`src/hdl/nco_map.vh`:
```
`ifndef NCO_MAP_VH
`define NCO_MAP_VH

// ----------------------------------------------------------------
// Register byte addresses
// ----------------------------------------------------------------
`define OFS_CONTROL     8'h00
`define OFS_CLOCK_CTRL  8'h04
`define OFS_ACC_LOW     8'h08
`define OFS_ACC_HIGH    8'h0C
`define OFS_ACC_UPPER   8'h10
`define OFS_INC_LOW     8'h14
`define OFS_INC_HIGH    8'h18
`define OFS_INC_UPPER   8'h1C
`define OFS_IRQ_REQ     8'h20
`define OFS_IRQ_EN      8'h24
`define OFS_IRQ_GLOBAL  8'h28

// ----------------------------------------------------------------
// Field positions
// ----------------------------------------------------------------
`define BIT_ENABLE      7
`define BIT_OUT         5
`define BIT_INVERT      4
`define BIT_PFM         0
`define FLD_PWS_HI      7
`define FLD_PWS_LO      5
`define FLD_CKS_HI      2
`define FLD_CKS_LO      0
`define BIT_PIN_ROUTE   1
`define BIT_PERIPH_EN   0
`define BIT_GLOBAL_EN   1

// ----------------------------------------------------------------
// Clock source codes and timing
// ----------------------------------------------------------------
`define CKS_SYSTEM      3'h0
`define CKS_HFOSC       3'h1
`define CKS_LOGIC_ONE   3'h2
`define CKS_LOGIC_FOUR  3'h5
`define INC_LOAD_EDGES  2'h2
`define RESET_ZERO      8'h00

`endif

```
`src/hdl/numerically_controlled_oscillator.v`:
```
// Functional notes
// - Accumulator adds buffered increment each input edge
// - Twenty-bit accumulator, three byte registers
// - Carry out is the raw overflow
// - Twenty-bit increment in low/high/upper bytes
// - Enabled: low write loads buffer second edge
// - Disabled: buffer loads on the next core clock after any increment byte write
// - Increment buffer hidden from software
// - Fixed duty mode toggles on overflow
// - Pulse mode: active pulse after overflow
// - Pulse width from three-bit select field
// - Polarity bit inverts shaped output
// - Polarity change raises interrupt when enabled
// - Overflow sets interrupt flag
// - Interrupt needs four enables set
// - Reset clears every register
// - Runs on core clock; other sources synchronised to it
// - Keep internal oscillator awake when selected and enabled
// - Three-bit source select, six sources
// - Combinational full adder, clocked update
// - Output to peripherals and pin
// - Width codes are powers of two
// - Source code decode, two reserved
`timescale 1ns/1ps
`include "nco_map.vh"

module numerically_controlled_oscillator #(
	parameter ACC_WIDTH = 20
)(
	input  wire        core_clk_in,
	input  wire        reset_in,
	input  wire        psel_in,
	input  wire        penable_in,
	input  wire        pwrite_in,
	input  wire [7:0]  paddr_in,
	input  wire [31:0] pwdata_in,
	output reg  [31:0] prdata_out,
	output wire        pready_out,
	output reg         pslverr_out,
	input  wire        internal_hf_oscillator_in,
	input  wire [3:0]  config_logic_out_in,
	output wire        synth_output_out,
	output wire        synth_pin_out,
	output wire        accumulator_carry_out,
	output wire        irq_out,
	output wire        hf_oscillator_keep_awake_out
);

	// ------------------------------------------------------------
	// Register file
	// ------------------------------------------------------------
	reg                  oscillator_enable_q;
	reg                  output_invert_q;
	reg                  pulse_frequency_mode_select_q;
	reg                  pin_route_q;
	reg  [2:0]           pulse_width_select_q;
	reg  [2:0]           clock_source_select_q;
	reg  [ACC_WIDTH-1:0] acc_q;
	reg  [ACC_WIDTH-1:0] inc_front_q;
	reg  [ACC_WIDTH-1:0] inc_buf_q;
	reg                  overflow_irq_flag_q;
	reg                  overflow_irq_enable_q;
	reg                  peripheral_irq_enable_q;
	reg                  global_irq_enable_q;
	reg                  load_now_q;
	reg  [1:0]           load_edges_q;
	reg                  shaped_q;
	reg  [7:0]           pulse_left_q;
	reg                  carry_q;
	reg  [5:0]           sync1_q;
	reg  [5:0]           sync2_q;
	reg  [5:0]           sync3_q;
	// Next values and registered outputs
	reg                  shaped_d;
	reg  [7:0]           pulse_left_d;
	reg                  synth_q;
	reg                  synth_pin_q;
	reg                  irq_q;
	reg                  keep_awake_q;

	wire setup_phase = psel_in & ~penable_in;
	wire wr          = psel_in & penable_in & pwrite_in;
	wire rd_unmapped = ~addr_mapped(paddr_in);

	assign pready_out = 1'b1;

	function addr_mapped;
		input [7:0] a;
		begin
			addr_mapped = (a[1:0] == 2'h0) && (a <= `OFS_IRQ_GLOBAL);
		end
	endfunction

	function is_write;
		input       w;
		input [7:0] a;
		input [7:0] ofs;
		begin
			is_write = w && (a == ofs);
		end
	endfunction

	// ------------------------------------------------------------
	// Input clock selection
	// ------------------------------------------------------------
	// Asynchronous sources are synchronised, then edge detected
	wire [5:0] src_raw = {config_logic_out_in, internal_hf_oscillator_in, 1'b0};
	wire [5:0] src_rise = sync2_q & ~sync3_q;
	reg        tick;

	always @*
	begin
		case (clock_source_select_q)
			`CKS_SYSTEM: tick = 1'b1;
			3'h1:        tick = src_rise[1];
			3'h2:        tick = src_rise[2];
			3'h3:        tick = src_rise[3];
			3'h4:        tick = src_rise[4];
			3'h5:        tick = src_rise[5];
			default:     tick = 1'b0;
		endcase
	end

	always @(posedge core_clk_in or posedge reset_in)
	begin
		if (reset_in)
		begin
			sync1_q <= 6'h00;
			sync2_q <= 6'h00;
			sync3_q <= 6'h00;
		end
		else
		begin
			sync1_q <= src_raw;
			sync2_q <= sync1_q;
			sync3_q <= sync2_q;
		end
	end

	assign hf_oscillator_keep_awake_out = keep_awake_q;

	// ------------------------------------------------------------
	// Adder and overflow
	// ------------------------------------------------------------
	wire [ACC_WIDTH:0] sum = {1'b0, acc_q} + {1'b0, inc_buf_q};
	wire run      = oscillator_enable_q & tick;
	wire overflow = run & sum[ACC_WIDTH];
	wire [7:0] width_cycles = 8'h01 << pulse_width_select_q;

	assign accumulator_carry_out = carry_q;

	// ------------------------------------------------------------
	// Output shaping
	// ------------------------------------------------------------
	// Registered outputs come from next values, so that they change
	// in the same cycle as the registers that they follow
	wire       ctrl_wr                 = is_write(wr, paddr_in, `OFS_CONTROL);
	wire       clk_ctrl_wr             = is_write(wr, paddr_in, `OFS_CLOCK_CTRL);
	wire       irq_en_wr               = is_write(wr, paddr_in, `OFS_IRQ_EN);
	wire       irq_glob_wr             = is_write(wr, paddr_in, `OFS_IRQ_GLOBAL);
	wire       oscillator_enable_d     = ctrl_wr ?
		pwdata_in[`BIT_ENABLE] : oscillator_enable_q;
	wire       output_invert_d         = ctrl_wr ?
		pwdata_in[`BIT_INVERT] : output_invert_q;
	wire       pin_route_d             = ctrl_wr ?
		pwdata_in[`BIT_PIN_ROUTE] : pin_route_q;
	wire [2:0] clock_source_select_d   = clk_ctrl_wr ?
		pwdata_in[`FLD_CKS_HI:`FLD_CKS_LO] : clock_source_select_q;
	wire       overflow_irq_enable_d   = irq_en_wr ?
		pwdata_in[0] : overflow_irq_enable_q;
	wire       peripheral_irq_enable_d = irq_glob_wr ?
		pwdata_in[`BIT_PERIPH_EN] : peripheral_irq_enable_q;
	wire       global_irq_enable_d     = irq_glob_wr ?
		pwdata_in[`BIT_GLOBAL_EN] : global_irq_enable_q;
	wire       invert_change           = ctrl_wr &&
		(pwdata_in[`BIT_INVERT] != output_invert_q);
	wire       flag_set                = overflow |
		(invert_change & overflow_irq_enable_q);
	wire       flag_clear              = is_write(wr, paddr_in, `OFS_IRQ_REQ) && !pwdata_in[0];
	wire       overflow_irq_flag_d     = flag_set | (overflow_irq_flag_q & ~flag_clear);
	wire       synth_d                 = shaped_d ^ output_invert_d;

	assign synth_output_out = synth_q;
	assign synth_pin_out    = synth_pin_q;
	assign irq_out          = irq_q;

	// Pulse mode counts input ticks down; a new overflow restarts the pulse
	always @*
	begin
		shaped_d     = shaped_q;
		pulse_left_d = pulse_left_q;
		if (!oscillator_enable_q)
		begin
			shaped_d     = 1'b0;
			pulse_left_d = `RESET_ZERO;
		end
		else if (!pulse_frequency_mode_select_q)
		begin
			pulse_left_d = `RESET_ZERO;
			if (overflow)
				shaped_d = ~shaped_q;
		end
		else if (overflow)
		begin
			shaped_d     = 1'b1;
			pulse_left_d = width_cycles - 8'h01;
		end
		else if (tick && shaped_q)
		begin
			if (pulse_left_q == 8'h00)
				shaped_d = 1'b0;
			else
				pulse_left_d = pulse_left_q - 8'h01;
		end
	end

	// ------------------------------------------------------------
	// Shaping and output registers
	// ------------------------------------------------------------
	always @(posedge core_clk_in or posedge reset_in)
	begin
		if (reset_in)
		begin
			shaped_q     <= 1'b0;
			pulse_left_q <= `RESET_ZERO;
			carry_q      <= 1'b0;
			synth_q      <= 1'b0;
			synth_pin_q  <= 1'b0;
			irq_q        <= 1'b0;
			keep_awake_q <= 1'b0;
		end
		else
		begin
			shaped_q     <= shaped_d;
			pulse_left_q <= pulse_left_d;
			carry_q      <= overflow;
			synth_q      <= synth_d;
			synth_pin_q  <= synth_d & pin_route_d;
			irq_q        <= overflow_irq_flag_d & overflow_irq_enable_d &
				oscillator_enable_d & peripheral_irq_enable_d & global_irq_enable_d;
			keep_awake_q <= oscillator_enable_d &&
				(clock_source_select_d == `CKS_HFOSC);
		end
	end

	// ------------------------------------------------------------
	// Accumulator and increment buffer
	// ------------------------------------------------------------
	always @(posedge core_clk_in or posedge reset_in)
	begin
		if (reset_in)
		begin
			acc_q        <= {ACC_WIDTH{1'b0}};
			inc_buf_q    <= {ACC_WIDTH{1'b0}};
			load_now_q   <= 1'b0;
			load_edges_q <= 2'h0;
		end
		else
		begin
			if (is_write(wr, paddr_in, `OFS_ACC_LOW))
				acc_q[7:0] <= pwdata_in[7:0];
			else if (is_write(wr, paddr_in, `OFS_ACC_HIGH))
				acc_q[15:8] <= pwdata_in[7:0];
			else if (is_write(wr, paddr_in, `OFS_ACC_UPPER))
				acc_q[ACC_WIDTH-1:16] <= pwdata_in[ACC_WIDTH-17:0];
			else if (run)
				acc_q <= sum[ACC_WIDTH-1:0];

			load_now_q <= 1'b0;
			if (wr && !oscillator_enable_q &&
				(paddr_in == `OFS_INC_LOW || paddr_in == `OFS_INC_HIGH ||
				paddr_in == `OFS_INC_UPPER))
				load_now_q <= 1'b1;
			if (load_now_q)
				inc_buf_q <= inc_front_q;

			if (is_write(wr, paddr_in, `OFS_INC_LOW) && oscillator_enable_q)
				load_edges_q <= `INC_LOAD_EDGES;
			else if (tick && load_edges_q != 2'h0)
			begin
				load_edges_q <= load_edges_q - 2'h1;
				if (load_edges_q == 2'h1)
					inc_buf_q <= inc_front_q;
			end
		end
	end

	// ------------------------------------------------------------
	// APB writes
	// ------------------------------------------------------------
	always @(posedge core_clk_in or posedge reset_in)
	begin
		if (reset_in)
		begin
			oscillator_enable_q           <= 1'b0;
			output_invert_q               <= 1'b0;
			pulse_frequency_mode_select_q <= 1'b0;
			pin_route_q                   <= 1'b0;
			pulse_width_select_q          <= 3'h0;
			clock_source_select_q         <= 3'h0;
			inc_front_q                   <= {ACC_WIDTH{1'b0}};
			overflow_irq_flag_q           <= 1'b0;
			overflow_irq_enable_q         <= 1'b0;
			peripheral_irq_enable_q       <= 1'b0;
			global_irq_enable_q           <= 1'b0;
		end
		else
		begin
			if (is_write(wr, paddr_in, `OFS_CONTROL))
			begin
				oscillator_enable_q           <= pwdata_in[`BIT_ENABLE];
				output_invert_q               <= pwdata_in[`BIT_INVERT];
				pulse_frequency_mode_select_q <= pwdata_in[`BIT_PFM];
				pin_route_q                   <= pwdata_in[`BIT_PIN_ROUTE];
			end
			if (is_write(wr, paddr_in, `OFS_CLOCK_CTRL))
			begin
				pulse_width_select_q  <= pwdata_in[`FLD_PWS_HI:`FLD_PWS_LO];
				clock_source_select_q <= pwdata_in[`FLD_CKS_HI:`FLD_CKS_LO];
			end
			if (is_write(wr, paddr_in, `OFS_INC_LOW))
				inc_front_q[7:0] <= pwdata_in[7:0];
			if (is_write(wr, paddr_in, `OFS_INC_HIGH))
				inc_front_q[15:8] <= pwdata_in[7:0];
			if (is_write(wr, paddr_in, `OFS_INC_UPPER))
				inc_front_q[ACC_WIDTH-1:16] <= pwdata_in[ACC_WIDTH-17:0];
			if (flag_set)
				overflow_irq_flag_q <= 1'b1;
			else if (flag_clear)
				overflow_irq_flag_q <= 1'b0;
			if (is_write(wr, paddr_in, `OFS_IRQ_EN))
				overflow_irq_enable_q <= pwdata_in[0];
			if (is_write(wr, paddr_in, `OFS_IRQ_GLOBAL))
			begin
				peripheral_irq_enable_q <= pwdata_in[`BIT_PERIPH_EN];
				global_irq_enable_q     <= pwdata_in[`BIT_GLOBAL_EN];
			end
		end
	end

	// ------------------------------------------------------------
	// APB reads, captured in the setup cycle
	// ------------------------------------------------------------
	reg [7:0] rd_byte;

	always @*
	begin
		rd_byte = 8'h00;
		case (paddr_in)
			`OFS_CONTROL:    rd_byte = {oscillator_enable_q, 1'b0, synth_q,
				output_invert_q, 2'b00, pin_route_q, pulse_frequency_mode_select_q};
			`OFS_CLOCK_CTRL: rd_byte = {pulse_width_select_q, 2'b00, clock_source_select_q};
			`OFS_ACC_LOW:    rd_byte = acc_q[7:0];
			`OFS_ACC_HIGH:   rd_byte = acc_q[15:8];
			`OFS_ACC_UPPER:  rd_byte = {4'h0, acc_q[ACC_WIDTH-1:16]};
			`OFS_INC_LOW:    rd_byte = inc_front_q[7:0];
			`OFS_INC_HIGH:   rd_byte = inc_front_q[15:8];
			`OFS_INC_UPPER:  rd_byte = {4'h0, inc_front_q[ACC_WIDTH-1:16]};
			`OFS_IRQ_REQ:    rd_byte = {7'h00, overflow_irq_flag_q};
			`OFS_IRQ_EN:     rd_byte = {7'h00, overflow_irq_enable_q};
			`OFS_IRQ_GLOBAL: rd_byte = {6'h00, global_irq_enable_q, peripheral_irq_enable_q};
			default:         rd_byte = 8'h00;
		endcase
	end

	always @(posedge core_clk_in or posedge reset_in)
	begin
		if (reset_in)
		begin
			prdata_out  <= 32'h00000000;
			pslverr_out <= 1'b0;
		end
		else if (setup_phase)
		begin
			prdata_out  <= {24'h000000, rd_byte};
			pslverr_out <= rd_unmapped;
		end
	end

endmodule // numerically_controlled_oscillator

```
`config.mk`:
```
export PLATFORM = sky130hd
export DESIGN_NAME = numerically_controlled_oscillator
export DESIGN_NICKNAME = d
export VERILOG_FILES = /design/src/hdl/numerically_controlled_oscillator.v
export VERILOG_INCLUDE_DIRS = /design/src /design/src/hdl
export SDC_FILE = /design/constraint.sdc
export NUM_CORES = 1
export LEC_CHECK = 0
export BUFFER_PORTS_ARGS = -buffer_cell sky130_fd_sc_hd__buf_2
export CORE_UTILIZATION = 45
export DETAILED_ROUTE_END_ITERATION = 10
export PLACE_DENSITY = 0.73
export SLEW_MARGIN = 20
export SYNTH_ARGS = -nofsm -noshare
export SYNTH_HDL_FRONTEND = slang
export SYNTH_SLANG_ARGS = --single-unit
```
`constraint.sdc`:
```
create_clock -name core_clk_in -period 3.3 [get_ports core_clk_in]
set_input_delay 0.165 -clock core_clk_in [delete_from_list [all_inputs] [get_ports core_clk_in]]
set_output_delay 0.165 -clock core_clk_in [all_outputs]
set_load 0.01 [all_outputs]
```
---- Yosys cells after proc, flatten, opt, wreduce, memory -nomap -nowiden ----
Cells that the tools add are included.
word-level totals
  flip-flop bits (word level) ............. 115
  output and inout port bits .............. 39
  word-level logic and storage cells ...... 156
operators by class
  $add $sub $neg .......................... 4
  $lt $le $gt $ge ......................... 1
  equal/unequal tests ..................... 23
  shift-type cells ........................ 1
  mux-type cells .......................... 35
  bitwise logic cells ..................... 23
  reduce and logical (&&, ||, !) cells .... 38
operators with widths
  operator             count
  $mux 20              5
  $pmux 8 s11          1
  $mux 8               8
  $eq 8x5->1 const B   4
  $eq 8x6->1 const B   3
  $add 20x20->21       1
  $logic_and 1x1->1    20
  $eq 8x4->1 const B   2
  $logic_not 8->1      2
  $mux 16              1
  $sub 8x1->8 const B  2
  $mux 1               15
  $and 1x1->1          12
  $reduce_bool 2->1    6
  $reduce_and 3->1     3
  $eq 8x3->1 const B   1
  $le 8x6->1 const B   1
  $shl 1x3->8 const A  1
  $and 6x6->6          1
  $eq 3x1->1 const B   2
  $eq 3x2->1 const B   2
  $eq 3x3->1 const B   2
  $ne 2x2->1 const B   3
  $not 1->1            6
  17 further kinds     21

---- Depth between registers and ports, before layout ----
  depth after elaboration ................. 11
  mapped depth ............................ 17
  depth with buffers taken out ............ 16

---- Least setup slack after synthesis ----
OpenSTA, ideal clock, no wires.
  path kind ............................... reg-to-reg
  start ................................... register acc_q[0]
  end ..................................... register pulse_left_q[6]
  library setup time ...................... 0.135 ns
  arrival ................................. 3.308 ns
  setup slack ............................. -0.143 ns
  stages on the path, launching flop included .. 17
  clock period less this slack ............ 3.443 ns
  path through ............................ dfrtp_1 -> ha_1 -> fa_1 -> a211oi_1 -> o21ai_1 -> o211a_1 -> o211ai_2 -> a21boi_4 -> buf_2 -> a31oi_1 -> ha_1 -> clkbuf_1 -> nand2b_1 -> nor4_1 -> nor3_1 -> o21ai_0 -> o31ai_1
on the way
  longest elaborated chain between the ends .. 5
  elaborated cells on any way between the ends .. 8
RTL lines
  what                               line                                     source
  from (decl)                        numerically_controlled_oscillator.v:58   reg [ACC_WIDTH-1:0] acc_q;
  from (signal assigned)             numerically_controlled_oscillator.v:253  acc_q <= {ACC_WIDTH{1'b0}};
  from (signal assigned)             numerically_controlled_oscillator.v:261  acc_q[7:0] <= pwdata_in[7:0];
  from (signal, indexed assignment)  numerically_controlled_oscillator.v:265  acc_q[ACC_WIDTH-1:16] <= pwdata_in[ACC_WIDTH-17:0];
  $add 20x20->21 (*)                 numerically_controlled_oscillator.v:145  wire [ACC_WIDTH:0] sum = {1'b0, acc_q} + {1'b0, inc_buf_q};
  $and 1x1->1 (*)                    numerically_controlled_oscillator.v:147  wire overflow = run & sum[ACC_WIDTH];
  via overflow                       numerically_controlled_oscillator.v:147
  $mux 8                             numerically_controlled_oscillator.v:203  else if (overflow)
  $mux 8                             numerically_controlled_oscillator.v:197  else if (!pulse_frequency_mode_select_q)
  $mux 8                             numerically_controlled_oscillator.v:192  if (!oscillator_enable_q)
  to (signal assigned)               numerically_controlled_oscillator.v:225  pulse_left_q <= `RESET_ZERO;
  to (signal assigned)               numerically_controlled_oscillator.v:235  pulse_left_q <= pulse_left_d;
  to (decl)                          numerically_controlled_oscillator.v:68   reg [7:0] pulse_left_q;
The timed path passes the listed nets; every way through them passes the cells marked *.
A chain may end at the register's enable or synchronous reset.

---- Worst setup path after layout ----
  start ................................... register acc_q[0]
  end ..................................... register pulse_left_q[4]
on the way
  longest elaborated chain between the ends .. 5
  elaborated cells on any way between the ends .. 8
RTL lines
  what                line
  $add 20x20->21 (*)  numerically_controlled_oscillator.v:145
  $and 1x1->1 (*)     numerically_controlled_oscillator.v:147
  $mux 8              numerically_controlled_oscillator.v:203
  $mux 8              numerically_controlled_oscillator.v:197
  $mux 8              numerically_controlled_oscillator.v:192
Mark *: on every way between the ends. The rest lies on a longest branch, timed or not.

==> flow_summary.yaml <==
die:
  die_w_microns: 120.6
  coreArea_sq_um: 13450
  num_rows: 42
  die_height_microns: 120.6
  dieArea_sq_um: 14540
  pin_count: 89
  start_util_pct: 47.02
layout:
  drive_above_1_share_pct: 25.11
  finalNonFillerCells: 877
  num-nets-final: 762
  area_delta_synth_final_pct: 19.05
  diodes: 0
sta:
  hold_viol_final: 0
  max_freq_mhz: 307.8
  relSlewSlack_pct: 43.13
  min_period_over_period_pct: 98.45
  fin_skew_ps: 7.805
  fin_crit_ps: 3249
  final-setup-viol-count: 0
  drv_slew: 0
  worst_slew_pin_slew_ps: 853.0
  rsz0062_at_grt: "yes"
synth:
  synth_warnings: 0
  synthCells: 616
  synthArstFlopShare_pct: 100.0
  syn_avg_cell_area_sq_um: 10.27
  syn_area_sq_um: 6326
  synth-seq-area-share_pct: 45.49
  synth_enable_flop_cells: 0
  synthFlopType: "dfrtp_1"
  ys_ff_latch: 115
  ys_types: 63
worst_setup_path:
  setup.worst_path.start_class: "flop"
  worstPathRequired_ps: 3610
  worst-path-max-fanout: 5
  reg2reg_to: "pulse_left_q[4]"
  crit_end: "pulse_left_q[4]"
  rr_worst_depth: 13
  startpoint: "acc_q[0]"
  crit_type: "reg -> reg"
  crit_path_end_kind: "flop"
  crit_arrival_ps: 3560
  r2r_slack_ps: 50
  regToRegStartpoint: "acc_q[0]"
grt:
  grt_usage_pct: 24.91
  grt_pass1_wl_mm: 27.06
  first_global_vias: 5163
  grt.overflow.total: 0
  grt_max_degree: 71
  antenna_found_initial: 0
clock_network:
  cts.sinks: 115
  clkLatencyLatePin_ps: 420
  cts_made_buffers: 17
  cts_tree: "done"
  clk_path_buf_depth: 2
  clock-root-buffer: "clkbuf_16"
  htree_levels: 4
  path_clk_slew_ps: 50
detailed_routing:
  route.detailed.drc: 0
  vias: 5203
  antenna_left: 0
  drtPass1Iterations: 5
  routed_wl_mm: 16.88
  avgRoutedWirePerCell_microns: 19.25
  initialDrtViolationCount: 589
  viasPerCell: 5.933
pwr:
  finalPower_uw: 3986
  power_leakage_uw: 0.003661
  p_per_area_nw_per_um2: 529.3
  p_comb_share_pct: 13.2
  seqPwrFrac_pct: 38.9
  p_int_uw: 2965
  ir_drop_uv: 371.4
  pwr-share-clk_pct: 47.9
  power_switching_uw: 1021
  switching_share_pct: 25.61
run_status:
  outcome: "finished clean"
job:
  maxCapViolations: 0
placed_design:
  post-dp-hpwl_mm: 12.08
  dp_cells: 832
  globalplace.congestion: 0.9328
  numPortBuffers: 39
worst_hold_path:
  hold_path.class: "in -> reg"
[routing by layer]
layer  share of wire, %  vias up  global-route usage [%]
met1                 42     2537                   32.40
met4                3.0        0                   11.42
li1                   -     2360                       -
met3                7.7       39                   6.179
met5                  0        -                       0
met2                 47      267                   39.15
[sequential cells by signal, summed over array words and instances, names as in the netlist, 2 cells and up]
| register | flops |
|---|---|
| inc_front_q | 20 |
| clock_source_select_q | 3 |
| load_edges_q | 2 |
| pulse_width_select_q | 3 |
| inc_buf_q | 20 |
| pulse_left_q | 8 |
| sync1_q | 5 |
| sync2_q | 5 |
| prdata_out | 8 |
| sync3_q | 5 |
| acc_q | 20 |
[cell usage after synthesis (3+ instances only)]
cell / n / area [sq um]
a211oi_1: 7 / 52.55
a21o_1: 12 / 90.09
a21oi_1: 32 / 160.2
a221oi_1: 6 / 52.55
a222oi_1: 5 / 50.05
a22oi_1: 13 / 97.59
a31oi_1: 8 / 50.05
and2_1: 4 / 25.02
buf_2: 7 / 35.03
buf_4: 25 / 187.7
clkbuf_1: 13 / 48.80
dfrtp_1: 115 / 2878
ha_1: 23 / 287.8
inv_1: 17 / 63.81
mux2_2: 54 / 608.1
mux2i_1: 10 / 100.1
nand2_1: 58 / 217.7
nand2b_1: 8 / 50.05
nand3_1: 16 / 80.08
nand3b_1: 4 / 30.03
nor2_1: 42 / 157.7
nor2b_1: 5 / 31.28
nor3_1: 16 / 80.08
nor4_1: 7 / 43.79
nor4b_1: 4 / 35.03
o211ai_1: 3 / 22.52
o21a_1: 3 / 22.52
o21ai_0: 34 / 170.2
o31ai_1: 8 / 60.06
or3_1: 3 / 18.77
xnor2_1: 10 / 87.58
xor2_1: 4 / 35.03
[timing repair]
action	CTS	global route
setup endpoints to repair	3	3
endpoints found under the hold margin	74	0
resized for setup	4	8
setup buffers	3	4
hold buffers	6	0
pin swaps	2	7
[cell families (layout without fill, tap and decap cells)]
| logic type | after synthesis | count (layout) | synth area share (%) |
|---|---|---|---|
| other | 2 | 25 | 0.1187 |
| AO/OA/AOI/OAI | 156 | 156 | 17.15 |
| buffers and inverters | 63 | 125 | 5.360 |
| XOR/XNOR | 14 | 14 | 1.938 |
| AND/OR/NAND/NOR | 178 | 178 | 13.88 |
| adder cells (fa/ha/maj) | 24 | 24 | 4.866 |
| flip-flops | 115 | 115 | 45.49 |
| multiplexers | 64 | 64 | 11.19 |
[how the worst min path moves through the flow]
stage          cells after the start  slack (ps)          to                      start
2_1_floorplan                      0         200  sync1_q[1]  internal_hf_oscillator_in
3_3_place_gp                       1         270  sync1_q[3]     config_logic_out_in[1]
3_5_place_dp                       1         270  sync1_q[2]     config_logic_out_in[0]
4_1_cts                            2          20  load_now_q                paddr_in[1]
5_1_grt                            2          20  load_now_q                paddr_in[0]
6_report                           2          40  load_now_q                paddr_in[0]
[stage by stage]
| step | setup TNS (ps) | instance area (sq um) | util [%] | setup slack (ps) | hold slack (ps) |
|---|---|---|---|---|---|
| after floorplan | 0 | 6416 | - | 19.31 | 196.4 |
| after global placement | 0 | 6754 | 50.20 | 17.86 | 274.6 |
| after detailed placement | -234.4 | 6754 | 50.20 | -118.7 | 274.7 |
| after CTS | 0 | 7472 | 55.54 | 18.26 | 21.40 |
| after global routing | -145.3 | 7531 | 55.98 | -62.89 | 24.77 |
| final | 0 | 7531 | 55.98 | 51.25 | 36.73 |
[layout make-up]
type / instances / area (sq um)
sequential: 115 / 2878
clock inverter: 13 / 183.9
fill: 1158 / 5922
multi-input combinational: 461 / 3246
inverter: 17 / 66.31
timing repair buffer: 76 / 504.2
clock buffer: 19 / 432.9
tap: 176 / 220.2
[power groups by stage]
stage | clock network, uW | registers [uW] | logic [uW]
floorplan | 0 | 1550 | 402
global placement | 0 | 1570 | 492
detailed placement | 0 | 1570 | 510
CTS | 1940 | 1550 | 520
global route | 2010 | 1560 | 585
finish | 1910 | 1550 | 526
[layout by cell type, fill, tap and decap left out, types with 4 or more instances in the layout]
| master | synthesis | layout |
|---|---|---|
| a211oi_1 | 7 | 6 |
| nand2b_1 | 8 | 8 |
| bufinv_16 | 0 | 4 |
| dlygate4sd3_1 | 0 | 6 |
| a21oi_1 | 32 | 32 |
| clkbuf_16 | 0 | 17 |
| mux2_2 | 54 | 54 |
| nor4b_1 | 4 | 4 |
| nor2b_1 | 5 | 5 |
| o31ai_1 | 8 | 8 |
| a22oi_1 | 13 | 13 |
| nor4_1 | 7 | 6 |
| xnor2_1 | 10 | 9 |
| dfrtp_1 | 115 | 115 |
| a31oi_1 | 8 | 7 |
| inv_1 | 17 | 16 |
| nand3b_1 | 4 | 4 |
| nor3_1 | 16 | 16 |
| xor2_1 | 4 | 4 |
| ha_1 | 23 | 21 |
| buf_4 | 25 | 29 |
| conb_1 | 2 | 25 |
| and2_1 | 4 | 4 |
| nand2_1 | 58 | 58 |
| buf_2 | 7 | 39 |
| a222oi_1 | 5 | 5 |
| mux2i_1 | 10 | 10 |
| o21ai_0 | 34 | 33 |
| nor2_1 | 42 | 40 |
| a21o_1 | 12 | 12 |
| a221oi_1 | 6 | 6 |
| nand3_1 | 16 | 16 |
[critical path, cell delays in order, from the launching register on]
cell and delay (ps):
dfrtp_1 390, ha_2 200, fa_2 350, a211oi_2 250
o21ai_2 90, o211a_1 260, o211ai_4 230, a21boi_4 110
mux2i_1 210, ha_2 270, nand2b_1 160, nor4_1 260
a21oi_1 100, o31ai_1 260
Power figures use the tool's default switching activity.
